$ cat src/shared/freq_meter_pkg.sv
// package: register map, field layout and timing constants of the frequency meter
package freq_meter_pkg;
   localparam int ADDR_W = 10;
   localparam logic [9:0] OFS_START_CMD = 10'h000;
   localparam logic [9:0] OFS_CONFIG = 10'h004;
   localparam logic [9:0] OFS_STATE = 10'h008;
   localparam logic [9:0] OFS_COUNT = 10'h00c;
   localparam logic [9:0] OFS_IRQ_EN_SET = 10'h010;
   localparam logic [9:0] OFS_IRQ_EN_CLR = 10'h014;
   localparam logic [9:0] OFS_IRQ_MASK = 10'h018;
   localparam logic [9:0] OFS_IRQ_PEND = 10'h01c;
   localparam logic [9:0] OFS_IRQ_PEND_CLR = 10'h020;
   localparam logic [9:0] OFS_REVISION = 10'h3fc;
   // configuration fields
   localparam int CFG_REF_EN_BIT = 31;
   localparam int CFG_MSR_SEL_LSB = 16;
   localparam int MSR_SEL_W = 5;
   localparam int CFG_WIN_LSB = 8;
   localparam int WIN_W = 8;
   localparam int CFG_REF_SEL_LSB = 0;
   localparam int REF_SEL_W = 3;
   localparam logic [31:0] CFG_RESET = 32'h0000_0000;
   localparam logic [31:0] CFG_WRITABLE = 32'h801f_ff07;
   // status and interrupt bits
   localparam int ST_BUSY_BIT = 0;
   localparam int ST_SWITCH_BIT = 1;
   localparam int START_BIT = 0;
   localparam int RESULT_W = 24;
   localparam int NUM_MSR_SRC = 32;
   localparam int NUM_REF_SRC = 8;
   // reference edges seen before a clock switch counts as settled
   localparam logic [1:0] SWITCH_EDGES = 2'h2;
   // arbitrary revision value
   localparam logic [31:0] REVISION_VALUE = 32'h0000_0a01;
endpackage : freq_meter_pkg

$ cat src/design/clock_frequency_meter_regs.sv
// frequency meter: register slave, reference switch control and edge counter
`timescale 1ns/1ps
module clock_frequency_meter_regs (
   // clock and reset
   input wire logic sys_clk_i,
   input wire logic rst_b_i,
   // register port
   input wire logic [9:0] addr_i,
   input wire logic [31:0] wr_data_i,
   input wire logic wr_i,
   input wire logic rd_i,
   output logic [31:0] rd_data_o,
   // on-chip clock sources, sampled as levels
   input wire logic [31:0] msr_src_i,
   input wire logic [7:0] ref_src_i,
   // interrupt
   output logic irq_o
);
   typedef enum logic [2:0] {
      ST_IDLE = 3'b001,
      ST_ARM = 3'b010,
      ST_COUNT = 3'b100
   } meter_state_t;

   meter_state_t state_r;
   logic [31:0] cfg_r;
   logic switching_r;
   logic [1:0] sw_edges_r;
   logic [2:0] msr_sync_r;
   logic [2:0] ref_sync_r;
   logic [7:0] ref_cnt_r;
   logic [23:0] count_r;
   logic [23:0] result_r;
   logic [1:0] mask_r;
   logic [1:0] pend_r;
   logic busy_d_r;
   logic switching_d_r;
   logic msr_edge;
   logic ref_edge;
   logic busy;
   logic start_req;
   logic cfg_wr;
   logic [1:0] pend_set;
   logic [1:0] pend_clr;
   logic [31:0] rd_nxt;

   function automatic logic is_wr(input logic [9:0] ofs);
      is_wr = wr_i && (addr_i == ofs);
   endfunction : is_wr

   // field extraction, positioned by the package constants
   function automatic logic [7:0] win_len(input logic [31:0] cfg);
      win_len = cfg[freq_meter_pkg::CFG_WIN_LSB +: freq_meter_pkg::WIN_W];
   endfunction : win_len

   function automatic logic [4:0] msr_sel(input logic [31:0] cfg);
      msr_sel = cfg[freq_meter_pkg::CFG_MSR_SEL_LSB +: freq_meter_pkg::MSR_SEL_W];
   endfunction : msr_sel

   function automatic logic [2:0] ref_sel(input logic [31:0] cfg);
      ref_sel = cfg[freq_meter_pkg::CFG_REF_SEL_LSB +: freq_meter_pkg::REF_SEL_W];
   endfunction : ref_sel

   // true on the reference edge that closes the window
   function automatic logic win_last(input logic [7:0] cnt, input logic [7:0] len);
      win_last = (cnt + 8'h01 == len);
   endfunction : win_last

   // saturating step shared by the counter and the result capture
   function automatic logic [23:0] count_step(input logic [23:0] cnt, input logic hit);
      count_step = (hit && cnt != 24'hffffff) ? cnt + 24'h000001 : cnt;
   endfunction : count_step

   function automatic logic [1:0] wr_bits(input logic [9:0] ofs);
      wr_bits = is_wr(ofs) ? wr_data_i[1:0] : 2'h0;
   endfunction : wr_bits

   assign busy = (state_r != ST_IDLE);
   assign cfg_wr = is_wr(freq_meter_pkg::OFS_CONFIG);
   assign start_req = is_wr(freq_meter_pkg::OFS_START_CMD) &&
      wr_data_i[freq_meter_pkg::START_BIT];

   // configuration register
   always_ff @(posedge sys_clk_i) begin
      if (!rst_b_i) begin
         cfg_r <= freq_meter_pkg::CFG_RESET;
      end else if (cfg_wr) begin
         cfg_r <= wr_data_i & freq_meter_pkg::CFG_WRITABLE;
      end
   end

   // source selection and synchronisers; stage 0 feeds stage 1 only
   always_ff @(posedge sys_clk_i) begin
      if (!rst_b_i) begin
         msr_sync_r <= 3'h0;
         ref_sync_r <= 3'h0;
      end else begin
         msr_sync_r <= {msr_sync_r[1:0], msr_src_i[msr_sel(cfg_r)]};
         ref_sync_r <= {ref_sync_r[1:0],
            ref_src_i[ref_sel(cfg_r)] & cfg_r[freq_meter_pkg::CFG_REF_EN_BIT]};
      end
   end
   assign msr_edge = msr_sync_r[1] && !msr_sync_r[2];
   assign ref_edge = ref_sync_r[1] && !ref_sync_r[2];

   // reference switch: busy until selected source shows settled edges, or cleared at once while the reference is disabled
   always_ff @(posedge sys_clk_i) begin
      if (!rst_b_i) begin
         switching_r <= 1'b0;
         sw_edges_r <= 2'h0;
      end else if (cfg_wr) begin
         switching_r <= 1'b1;
         sw_edges_r <= 2'h0;
      end else if (switching_r) begin
         if (!cfg_r[freq_meter_pkg::CFG_REF_EN_BIT] ||
             (ref_edge && sw_edges_r == freq_meter_pkg::SWITCH_EDGES - 2'h1)) begin
            switching_r <= 1'b0;
         end else if (ref_edge) begin
            sw_edges_r <= sw_edges_r + 2'h1;
         end
      end
   end

   // measurement sequencer
   always_ff @(posedge sys_clk_i) begin
      if (!rst_b_i) begin
         state_r <= ST_IDLE;
         ref_cnt_r <= 8'h00;
         count_r <= 24'h000000;
      end else begin
         case (state_r)
            ST_IDLE: begin
               if (start_req) begin
                  state_r <= ST_ARM;
               end
            end
            ST_ARM: begin
               ref_cnt_r <= 8'h00;
               count_r <= 24'h000000;
               if (ref_edge) begin
                  state_r <= (win_len(cfg_r) == 8'h00) ? ST_IDLE : ST_COUNT;
               end
            end
            ST_COUNT: begin
               count_r <= count_step(count_r, msr_edge);
               if (ref_edge) begin
                  ref_cnt_r <= ref_cnt_r + 8'h01;
                  if (win_last(ref_cnt_r, win_len(cfg_r))) begin
                     state_r <= ST_IDLE;
                  end
               end
            end
            default: state_r <= ST_IDLE;
         endcase
      end
   end

   // result captured as the window closes
   always_ff @(posedge sys_clk_i) begin
      if (!rst_b_i) begin
         result_r <= 24'h000000;
      end else if (state_r == ST_ARM && ref_edge && win_len(cfg_r) == 8'h00) begin
         result_r <= 24'h000000;
      end else if (state_r == ST_COUNT && ref_edge && win_last(ref_cnt_r, win_len(cfg_r))) begin
         result_r <= count_step(count_r, msr_edge);
      end
   end

   // interrupt: events are falling edges of busy and switching
   assign pend_set = {switching_d_r && !switching_r, busy_d_r && !busy};
   assign pend_clr = wr_bits(freq_meter_pkg::OFS_IRQ_PEND_CLR) |
      ((rd_i && addr_i == freq_meter_pkg::OFS_IRQ_PEND) ? 2'h3 : 2'h0);

   always_ff @(posedge sys_clk_i) begin
      if (!rst_b_i) begin
         busy_d_r <= 1'b0;
         switching_d_r <= 1'b0;
         pend_r <= 2'h0;
      end else begin
         busy_d_r <= busy;
         switching_d_r <= switching_r;
         pend_r <= (pend_r & ~pend_clr) | pend_set;
      end
   end

   always_ff @(posedge sys_clk_i) begin
      if (!rst_b_i) begin
         mask_r <= 2'h0;
      end else begin
         mask_r <= (mask_r | wr_bits(freq_meter_pkg::OFS_IRQ_EN_SET)) &
            ~wr_bits(freq_meter_pkg::OFS_IRQ_EN_CLR);
      end
   end

   always_ff @(posedge sys_clk_i) begin
      if (!rst_b_i) begin
         irq_o <= 1'b0;
      end else begin
         irq_o <= |(((pend_r & ~pend_clr) | pend_set) & mask_r);
      end
   end

   // read mux, data valid the cycle after the strobe
   always_comb begin
      rd_nxt = 32'h0000_0000;
      case (addr_i)
         freq_meter_pkg::OFS_CONFIG: rd_nxt = cfg_r;
         freq_meter_pkg::OFS_STATE: rd_nxt = {30'h0, switching_r, busy};
         freq_meter_pkg::OFS_COUNT: rd_nxt = {8'h00, result_r};
         freq_meter_pkg::OFS_IRQ_MASK: rd_nxt = {30'h0, mask_r};
         freq_meter_pkg::OFS_IRQ_PEND: rd_nxt = {30'h0, pend_r};
         freq_meter_pkg::OFS_REVISION: rd_nxt = freq_meter_pkg::REVISION_VALUE;
         default: rd_nxt = 32'h0000_0000;
      endcase
   end

   always_ff @(posedge sys_clk_i) begin
      if (!rst_b_i) begin
         rd_data_o <= 32'h0000_0000;
      end else if (rd_i) begin
         rd_data_o <= rd_nxt;
      end else begin
         rd_data_o <= 32'h0000_0000;
      end
   end

   // checks: sequencer and measurement
   a_start_arms: assert property (@(posedge sys_clk_i) disable iff (!rst_b_i)
      (state_r == ST_IDLE && start_req) |=> state_r == ST_ARM)
      else $error("start did not arm measurement");

   a_zero_start_idle: assert property (@(posedge sys_clk_i) disable iff (!rst_b_i)
      (state_r == ST_IDLE && !start_req) |=> state_r == ST_IDLE)
      else $error("idle left without start");

   a_start_busy_ignored: assert property (@(posedge sys_clk_i) disable iff (!rst_b_i)
      (state_r == ST_ARM && start_req && !ref_edge) |=> state_r == ST_ARM)
      else $error("start accepted while busy");

   a_arm_to_count: assert property (@(posedge sys_clk_i) disable iff (!rst_b_i)
      (state_r == ST_ARM && ref_edge && win_len(cfg_r) != 8'h00) |=>
      state_r == ST_COUNT && ref_cnt_r == 8'h00 && count_r == 24'h000000)
      else $error("window did not open");

   a_zero_window: assert property (@(posedge sys_clk_i) disable iff (!rst_b_i)
      (state_r == ST_ARM && ref_edge && win_len(cfg_r) == 8'h00) |=>
      state_r == ST_IDLE && result_r == 24'h000000)
      else $error("empty window not closed at once");

   a_busy_ends: assert property (@(posedge sys_clk_i) disable iff (!rst_b_i)
      (state_r == ST_COUNT && ref_edge && win_last(ref_cnt_r, win_len(cfg_r))) |=>
      !busy ##1 pend_r[0])
      else $error("busy did not end with window");

   a_count_hold: assert property (@(posedge sys_clk_i) disable iff (!rst_b_i)
      (state_r == ST_COUNT && !msr_edge) |=> count_r == $past(count_r) || state_r != ST_COUNT)
      else $error("count moved without measured edge");

   a_count_step: assert property (@(posedge sys_clk_i) disable iff (!rst_b_i)
      (state_r == ST_COUNT && msr_edge && count_r != 24'hffffff) |=>
      count_r == $past(count_r) + 24'h000001)
      else $error("measured edge not counted");

   a_result_capture: assert property (@(posedge sys_clk_i) disable iff (!rst_b_i)
      (state_r == ST_COUNT && ref_edge && win_last(ref_cnt_r, win_len(cfg_r))) |=>
      result_r == count_r)
      else $error("result not taken from final count");

   a_result_hold: assert property (@(posedge sys_clk_i) disable iff (!rst_b_i)
      state_r == ST_IDLE |=> $stable(result_r))
      else $error("result changed while idle");

   // checks: configuration and reference switch
   a_cfg_write: assert property (@(posedge sys_clk_i) disable iff (!rst_b_i)
      cfg_wr |=> cfg_r[31] == $past(wr_data_i[31]) && cfg_r[15:8] == $past(wr_data_i[15:8]))
      else $error("config not stored");

   a_cfg_fields: assert property (@(posedge sys_clk_i) disable iff (!rst_b_i)
      cfg_wr |=> msr_sel(cfg_r) == $past(wr_data_i[20:16]) &&
      ref_sel(cfg_r) == $past(wr_data_i[2:0]) && cfg_r[30:21] == 10'h000)
      else $error("config selects not stored");

   a_ref_gated: assert property (@(posedge sys_clk_i) disable iff (!rst_b_i)
      !cfg_r[freq_meter_pkg::CFG_REF_EN_BIT] |=> !ref_sync_r[0])
      else $error("reference passed while disabled");

   a_switch_set: assert property (@(posedge sys_clk_i) disable iff (!rst_b_i)
      cfg_wr |=> switching_r)
      else $error("reference busy not set by config write");

   a_switch_hold: assert property (@(posedge sys_clk_i) disable iff (!rst_b_i)
      (switching_r && cfg_r[freq_meter_pkg::CFG_REF_EN_BIT] && !cfg_wr && !ref_edge) |=>
      switching_r)
      else $error("reference busy dropped without edge");

   a_switch_disable_ready: assert property (@(posedge sys_clk_i) disable iff (!rst_b_i)
      (switching_r && !cfg_r[freq_meter_pkg::CFG_REF_EN_BIT] && !cfg_wr) |=> !switching_r)
      else $error("disabled reference not ready");

   // checks: interrupt and register port
   a_pend_done: assert property (@(posedge sys_clk_i) disable iff (!rst_b_i)
      $fell(switching_r) |=> pend_r[1])
      else $error("ready flag not pending");

   a_pend_busy_fall: assert property (@(posedge sys_clk_i) disable iff (!rst_b_i)
      (busy_d_r && !busy) |=> pend_r[0])
      else $error("done flag not pending");

   a_pend_sticky: assert property (@(posedge sys_clk_i) disable iff (!rst_b_i)
      (pend_r[0] && !pend_clr[0]) |=> pend_r[0])
      else $error("done flag lost without clear");

   a_pend_read_clear: assert property (@(posedge sys_clk_i) disable iff (!rst_b_i)
      (rd_i && addr_i == freq_meter_pkg::OFS_IRQ_PEND && pend_set == 2'h0) |=>
      pend_r == 2'h0)
      else $error("pending not cleared by read");

   a_mask_set: assert property (@(posedge sys_clk_i) disable iff (!rst_b_i)
      (wr_i && addr_i == freq_meter_pkg::OFS_IRQ_EN_SET) |=>
      (mask_r & $past(wr_data_i[1:0])) == $past(wr_data_i[1:0]))
      else $error("mask bit not set");

   a_mask_clear: assert property (@(posedge sys_clk_i) disable iff (!rst_b_i)
      (wr_i && addr_i == freq_meter_pkg::OFS_IRQ_EN_CLR) |=>
      (mask_r & $past(wr_data_i[1:0])) == 2'h0)
      else $error("mask bit not cleared");

   a_irq_level: assert property (@(posedge sys_clk_i) disable iff (!rst_b_i)
      1'b1 |=> irq_o == |(pend_r & $past(mask_r)))
      else $error("interrupt level wrong");

   a_status_read: assert property (@(posedge sys_clk_i) disable iff (!rst_b_i)
      (rd_i && addr_i == freq_meter_pkg::OFS_STATE) |=> rd_data_o[0] == $past(busy) &&
      rd_data_o[1] == $past(switching_r) && rd_data_o[31:2] == 30'h0)
      else $error("status read wrong");

   a_result_upper: assert property (@(posedge sys_clk_i) disable iff (!rst_b_i)
      (rd_i && addr_i == freq_meter_pkg::OFS_COUNT) |=> rd_data_o[31:24] == 8'h00)
      else $error("result upper bits not zero");

   a_revision_const: assert property (@(posedge sys_clk_i) disable iff (!rst_b_i)
      (rd_i && addr_i == freq_meter_pkg::OFS_REVISION) |=>
      rd_data_o == freq_meter_pkg::REVISION_VALUE)
      else $error("revision read wrong");

   a_read_idle_zero: assert property (@(posedge sys_clk_i) disable iff (!rst_b_i)
      !rd_i |=> rd_data_o == 32'h0000_0000)
      else $error("read data outside its cycle");

   c_measure_done: cover property (@(posedge sys_clk_i) disable iff (!rst_b_i)
      state_r == ST_COUNT ##1 state_r == ST_IDLE);
   c_switch_done: cover property (@(posedge sys_clk_i) disable iff (!rst_b_i)
      $fell(switching_r));
   c_irq_high: cover property (@(posedge sys_clk_i) disable iff (!rst_b_i) $rose(irq_o));
   c_start_refused: cover property (@(posedge sys_clk_i) disable iff (!rst_b_i)
      state_r != ST_IDLE && start_req);
   c_pend_read_clear: cover property (@(posedge sys_clk_i) disable iff (!rst_b_i)
      rd_i && addr_i == freq_meter_pkg::OFS_IRQ_PEND && pend_r != 2'h0);
endmodule : clock_frequency_meter_regs

$ cat config.mk
export PLATFORM = sky130hd
export DESIGN_NAME = clock_frequency_meter_regs
export DESIGN_NICKNAME = d
export VERILOG_FILES = /design/src/shared/freq_meter_pkg.sv /design/src/design/clock_frequency_meter_regs.sv
export SDC_FILE = /design/constraint.sdc
export NUM_CORES = 1
export LEC_CHECK = 0
export BUFFER_PORTS_ARGS = -buffer_cell sky130_fd_sc_hd__clkbuf_2
export CORE_MARGIN = 8
export CORE_UTILIZATION = 50
export CTS_CLUSTER_DIAMETER = 80
export DETAILED_ROUTE_END_ITERATION = 16
export HOLD_SLACK_MARGIN = 0.08
export PLACE_DENSITY = 0.71
export SYNTH_ARGS = -nofsm -noshare
export SYNTH_HDL_FRONTEND = slang
export SYNTH_SLANG_ARGS = --single-unit
export TNS_END_PERCENT = 20
$ cat constraint.sdc
create_clock -name sys_clk_i -period 2.5 [get_ports sys_clk_i]
set_clock_uncertainty 0.15 [all_clocks]
set_input_delay 0.25 -clock sys_clk_i [delete_from_list [all_inputs] [get_ports sys_clk_i]]
set_output_delay 0.25 -clock sys_clk_i [all_outputs]
set_load 0.01 [all_outputs]
==> impl_metrics.ini <==
[setup_path]
setup.worst_path.start = ref_cnt_r[0]$_SDFFE_PN0P_
endpoint = result_r[6]$_SDFFE_PP0P_
crit_path_top_delay_cell = a2111o_1
cp.arrival_ns = 2.56
max_stage_delay_ns = 0.49
start_kind = flop
critPathMaxFanout = 4
path_delay_family = compound AO/OA/AOI/OAI gates
crit_type = reg2reg
critical_path_buf_inv_count = 2
r2r_end = result_r[6]$_SDFFE_PP0P_
path_common_cell = buf_4
cp.required_ns = 2.65
path_cells = buf_4, nand3_1, nor3b_1, o211ai_1, a2111o_1, o41ai_1, buf_4, nor2_1
worst-path-stages = 8
crit_path_end_kind = flop
r2r-start = ref_cnt_r[0]$_SDFFE_PN0P_
r2r_cells = 8
r2r_slack_ns = 0.09

[placement]
gp_congestion = 0.919
io_buffers = 96
dp_slack_ns = 0.131
hpwl_um = 12100

[route]
totalWireLength_um = 16900
vias_per_cell = 5.92
wl_per_cell_um = 17.3
drc_errors = 0
drt_iter0_drc = 412
num_vias = 5788
drtAntennaViolNets = 0
first_pass_iters = 5

[logic_synthesis]
syn-cell-area_sq_mm = 0.00610
synth-edff-count = 0
synth_top_area_share_pct = 38.4
synthAdderAreaFrac_pct = 0.615
synth_seq_area_share_pct = 38.4
synth_async_sr_flop_share_pct = 0
synthSimpleGateAreaFrac_pct = 24.0
syn_avg_cell_area_sq_um = 8.68
syn_inst = 703
yosys.cell_types.count = 72
yosysWarnings = 0
synth-xor-area-share_pct = 4.00
synth_seq_cells = 117
synth_top_cell_by_area = dfxtp_1
yosys-top-cells-area = dfxtp_1 38%, mux2i_1 5.3%, nor2_1 4.6%, mux4_2 4.4%, o21ai_0 4.1%
synthMuxAreaShare_pct = 10.6
synth_common_cells = 117 x dfxtp_1, 74 x nor2_1, 54 x nand2_1, 50 x o21ai_0, 47 x a21oi_1
yosysMostFrequentCell = dfxtp_1
synthFlopType = dfxtp_1
synth_compound_area_share_pct = 16.5
synth_top_family_by_area = simple AND/OR/NAND/NOR gates

[clock_tree]
post_cts_buffers = 0
clock-root-buffer = clkbuf_16
cts_tree = yes
cts_max_level = 4
clk_latency_ns = 0.41
cts.sinks = 117
clk_pin_slew_ns = 0.05
max-clock-path-buffers = 2
cts_made_buffers = 17

[die]
initial_core_util_pct = 51.0
die-height_um = 126
coreArea_sq_mm = 0.0120
die_area_sq_mm = 0.0160
die_w_um = 126
rows = 40
pin_count = 119

[sta]
finalCritPeriodShare_pct = 96.3
setup_ws_ns = 0.0915
tightestPinTransition_ns = 0.605
drv_slew = 0
fmax_ghz = 0.415
finalHoldViolations = 0
setup_tns_ns = 0
setup_viol = 0
timing.slew.headroom_pct = 59.6
rsz0062_at_grt = false
fin_crit_ns = 2.41
hold_slack_ns = 0.136

[global_routing]
grt_pass1_vias = 5710
grt_overflow = 0
grt_first_pass_wirelength_um = 27600
antenna_found_initial = 0
grtUsageTotal_pct = 21.1
grt_max_degree = 32

[power_and_ir_drop]
p_total_uw = 4620
irDropWorstVdd_mv = 0.444
pwr_density_cell_mw_per_mm2 = 608
p_leak_uw = 0.00292

[final_layout]
n_fill_cell = 997
layout-drive-gt1-share_pct = 23.5
fin_nets = 908
num_antenna_cells = 0
area_growth_pct = 24.4

[worst_hold_path]
hold_path.class = in2reg

[job]
cap_violations = 0

[status]
status = finished clean
-- through the flow --
stage / instance area (sq um) / instances / utilization, %
finish: 7590 / 978 / 63.5
global route: 7590 / 978 / 63.5
CTS: 7590 / 978 / 63.4
detailed placement: 6780 / 929 / 56.7
global placement: 6780 / 929 / 56.7
floorplan: 6120 / 709 / -
-- worst min-delay path by stage --
stage	to	slack, ns	depth (start not counted)	startpoint
6_report	rd_data_o[9]$_SDFF_PN0_	0.14	5	addr_i[9]
5_1_grt	ref_sync_r[0]$_SDFF_PN0_	0.17	4	ref_src_i[5]
4_1_cts	rd_data_o[9]$_SDFF_PN0_	0.13	5	addr_i[9]
3_5_place_dp	msr_sync_r[1]$_SDFF_PN0_	0.28	1	msr_sync_r[0]$_SDFF_PN0_
3_3_place_gp	ref_sync_r[1]$_SDFF_PN0_	0.28	1	ref_sync_r[0]$_SDFF_PN0_
2_1_floorplan	cfg_r[0]$_SDFFE_PN0P_	0.25	2	wr_data_i[0]
-- cells by family (layout without fill, tap and decap cells) --
group | after synthesis | count (layout)
simple gates | 278 | 278
other cells | 1 | 7
xor+xnor | 27 | 27
compound gates | 160 | 160
buf+inv | 68 | 190
flops | 117 | 117
fa+ha+maj | 3 | 3
mux | 49 | 49
-- cell type report --
type / count / area (sq um) / share of cell area, %
well taps: 147 / 184 / 2.42
inverters: 10 / 37.5 / 0.495
clock buffers: 21 / 470 / 6.20
repair buffers: 149 / 973 / 12.8
multi-input cells: 524 / 3430 / 45.2
clock inverters: 10 / 153 / 2.01
flip-flops and latches: 117 / 2340 / 30.9
-- layer usage --
| layer | wire length (um) | track usage, % | part of all wire, % |
|---|---|---|---|
| met1 | 7060 | 23.9 | 42 |
| met2 | 8680 | 36.7 | 51 |
| met3 | 934 | 6.16 | 5.5 |
| met4 | 248 | 8.07 | 1.5 |
| met5 | 0 | 0 | 0 |
-- repair_timing --
item                                    4_1_cts  5_1_grt
hold endpoints to repair                     24        0
endpoints found under the setup margin        0       24
hold buffers                                 18        0
gates resized for setup                       0        2
-- power breakdown --
group / total [uW] / internal (uW) / switching (uW)
Sequential: 1870 / 1870 / 3.72
Clock: 2560 / 1730 / 826
Combinational: 187 / 95.9 / 90.9
-- cells in the final DEF, fill, tap and decap left out, types with 12 or more instances in the layout --
cell type | synthesis | layout
dfxtp_1 | 117 | 116
clkbuf_2 | 3 | 96
nor2_1 | 74 | 74
nand2_1 | 54 | 54
o21ai_0 | 50 | 50
a21oi_1 | 47 | 47
mux2i_1 | 32 | 32
buf_4 | 11 | 31
nand4_1 | 25 | 25
nand3_1 | 22 | 22
dlygate4sd3_1 | 0 | 18
nor3_1 | 17 | 17
clkbuf_16 | 0 | 17
and3_1 | 16 | 16
xnor2_1 | 16 | 16
mux4_2 | 12 | 12
-- registers in the layout (all words and copies together), names as in the netlist --
name           flops
busy_d_r           1
cfg_r             17
count_r           24
irq_o              1
mask_r             2
msr_sync_r         3
pend_r             2
rd_data_o         25
ref_cnt_r          8
ref_sync_r         3
result_r          24
state_r            3
sw_edges_r         2
switching_d_r      1
switching_r        1
-- worst reg2reg max path, stage by stage (launching register included) --
cell and delay, ns:
dfxtp_1 0.41, buf_4 0.16, nand3_1 0.11, nor3b_1 0.21, o211ai_1 0.19, a2111o_1 0.49, o41ai_1 0.37, buf_4 0.18
nor2_1 0.04
Note: power is estimated with default switching activity, not from simulation.
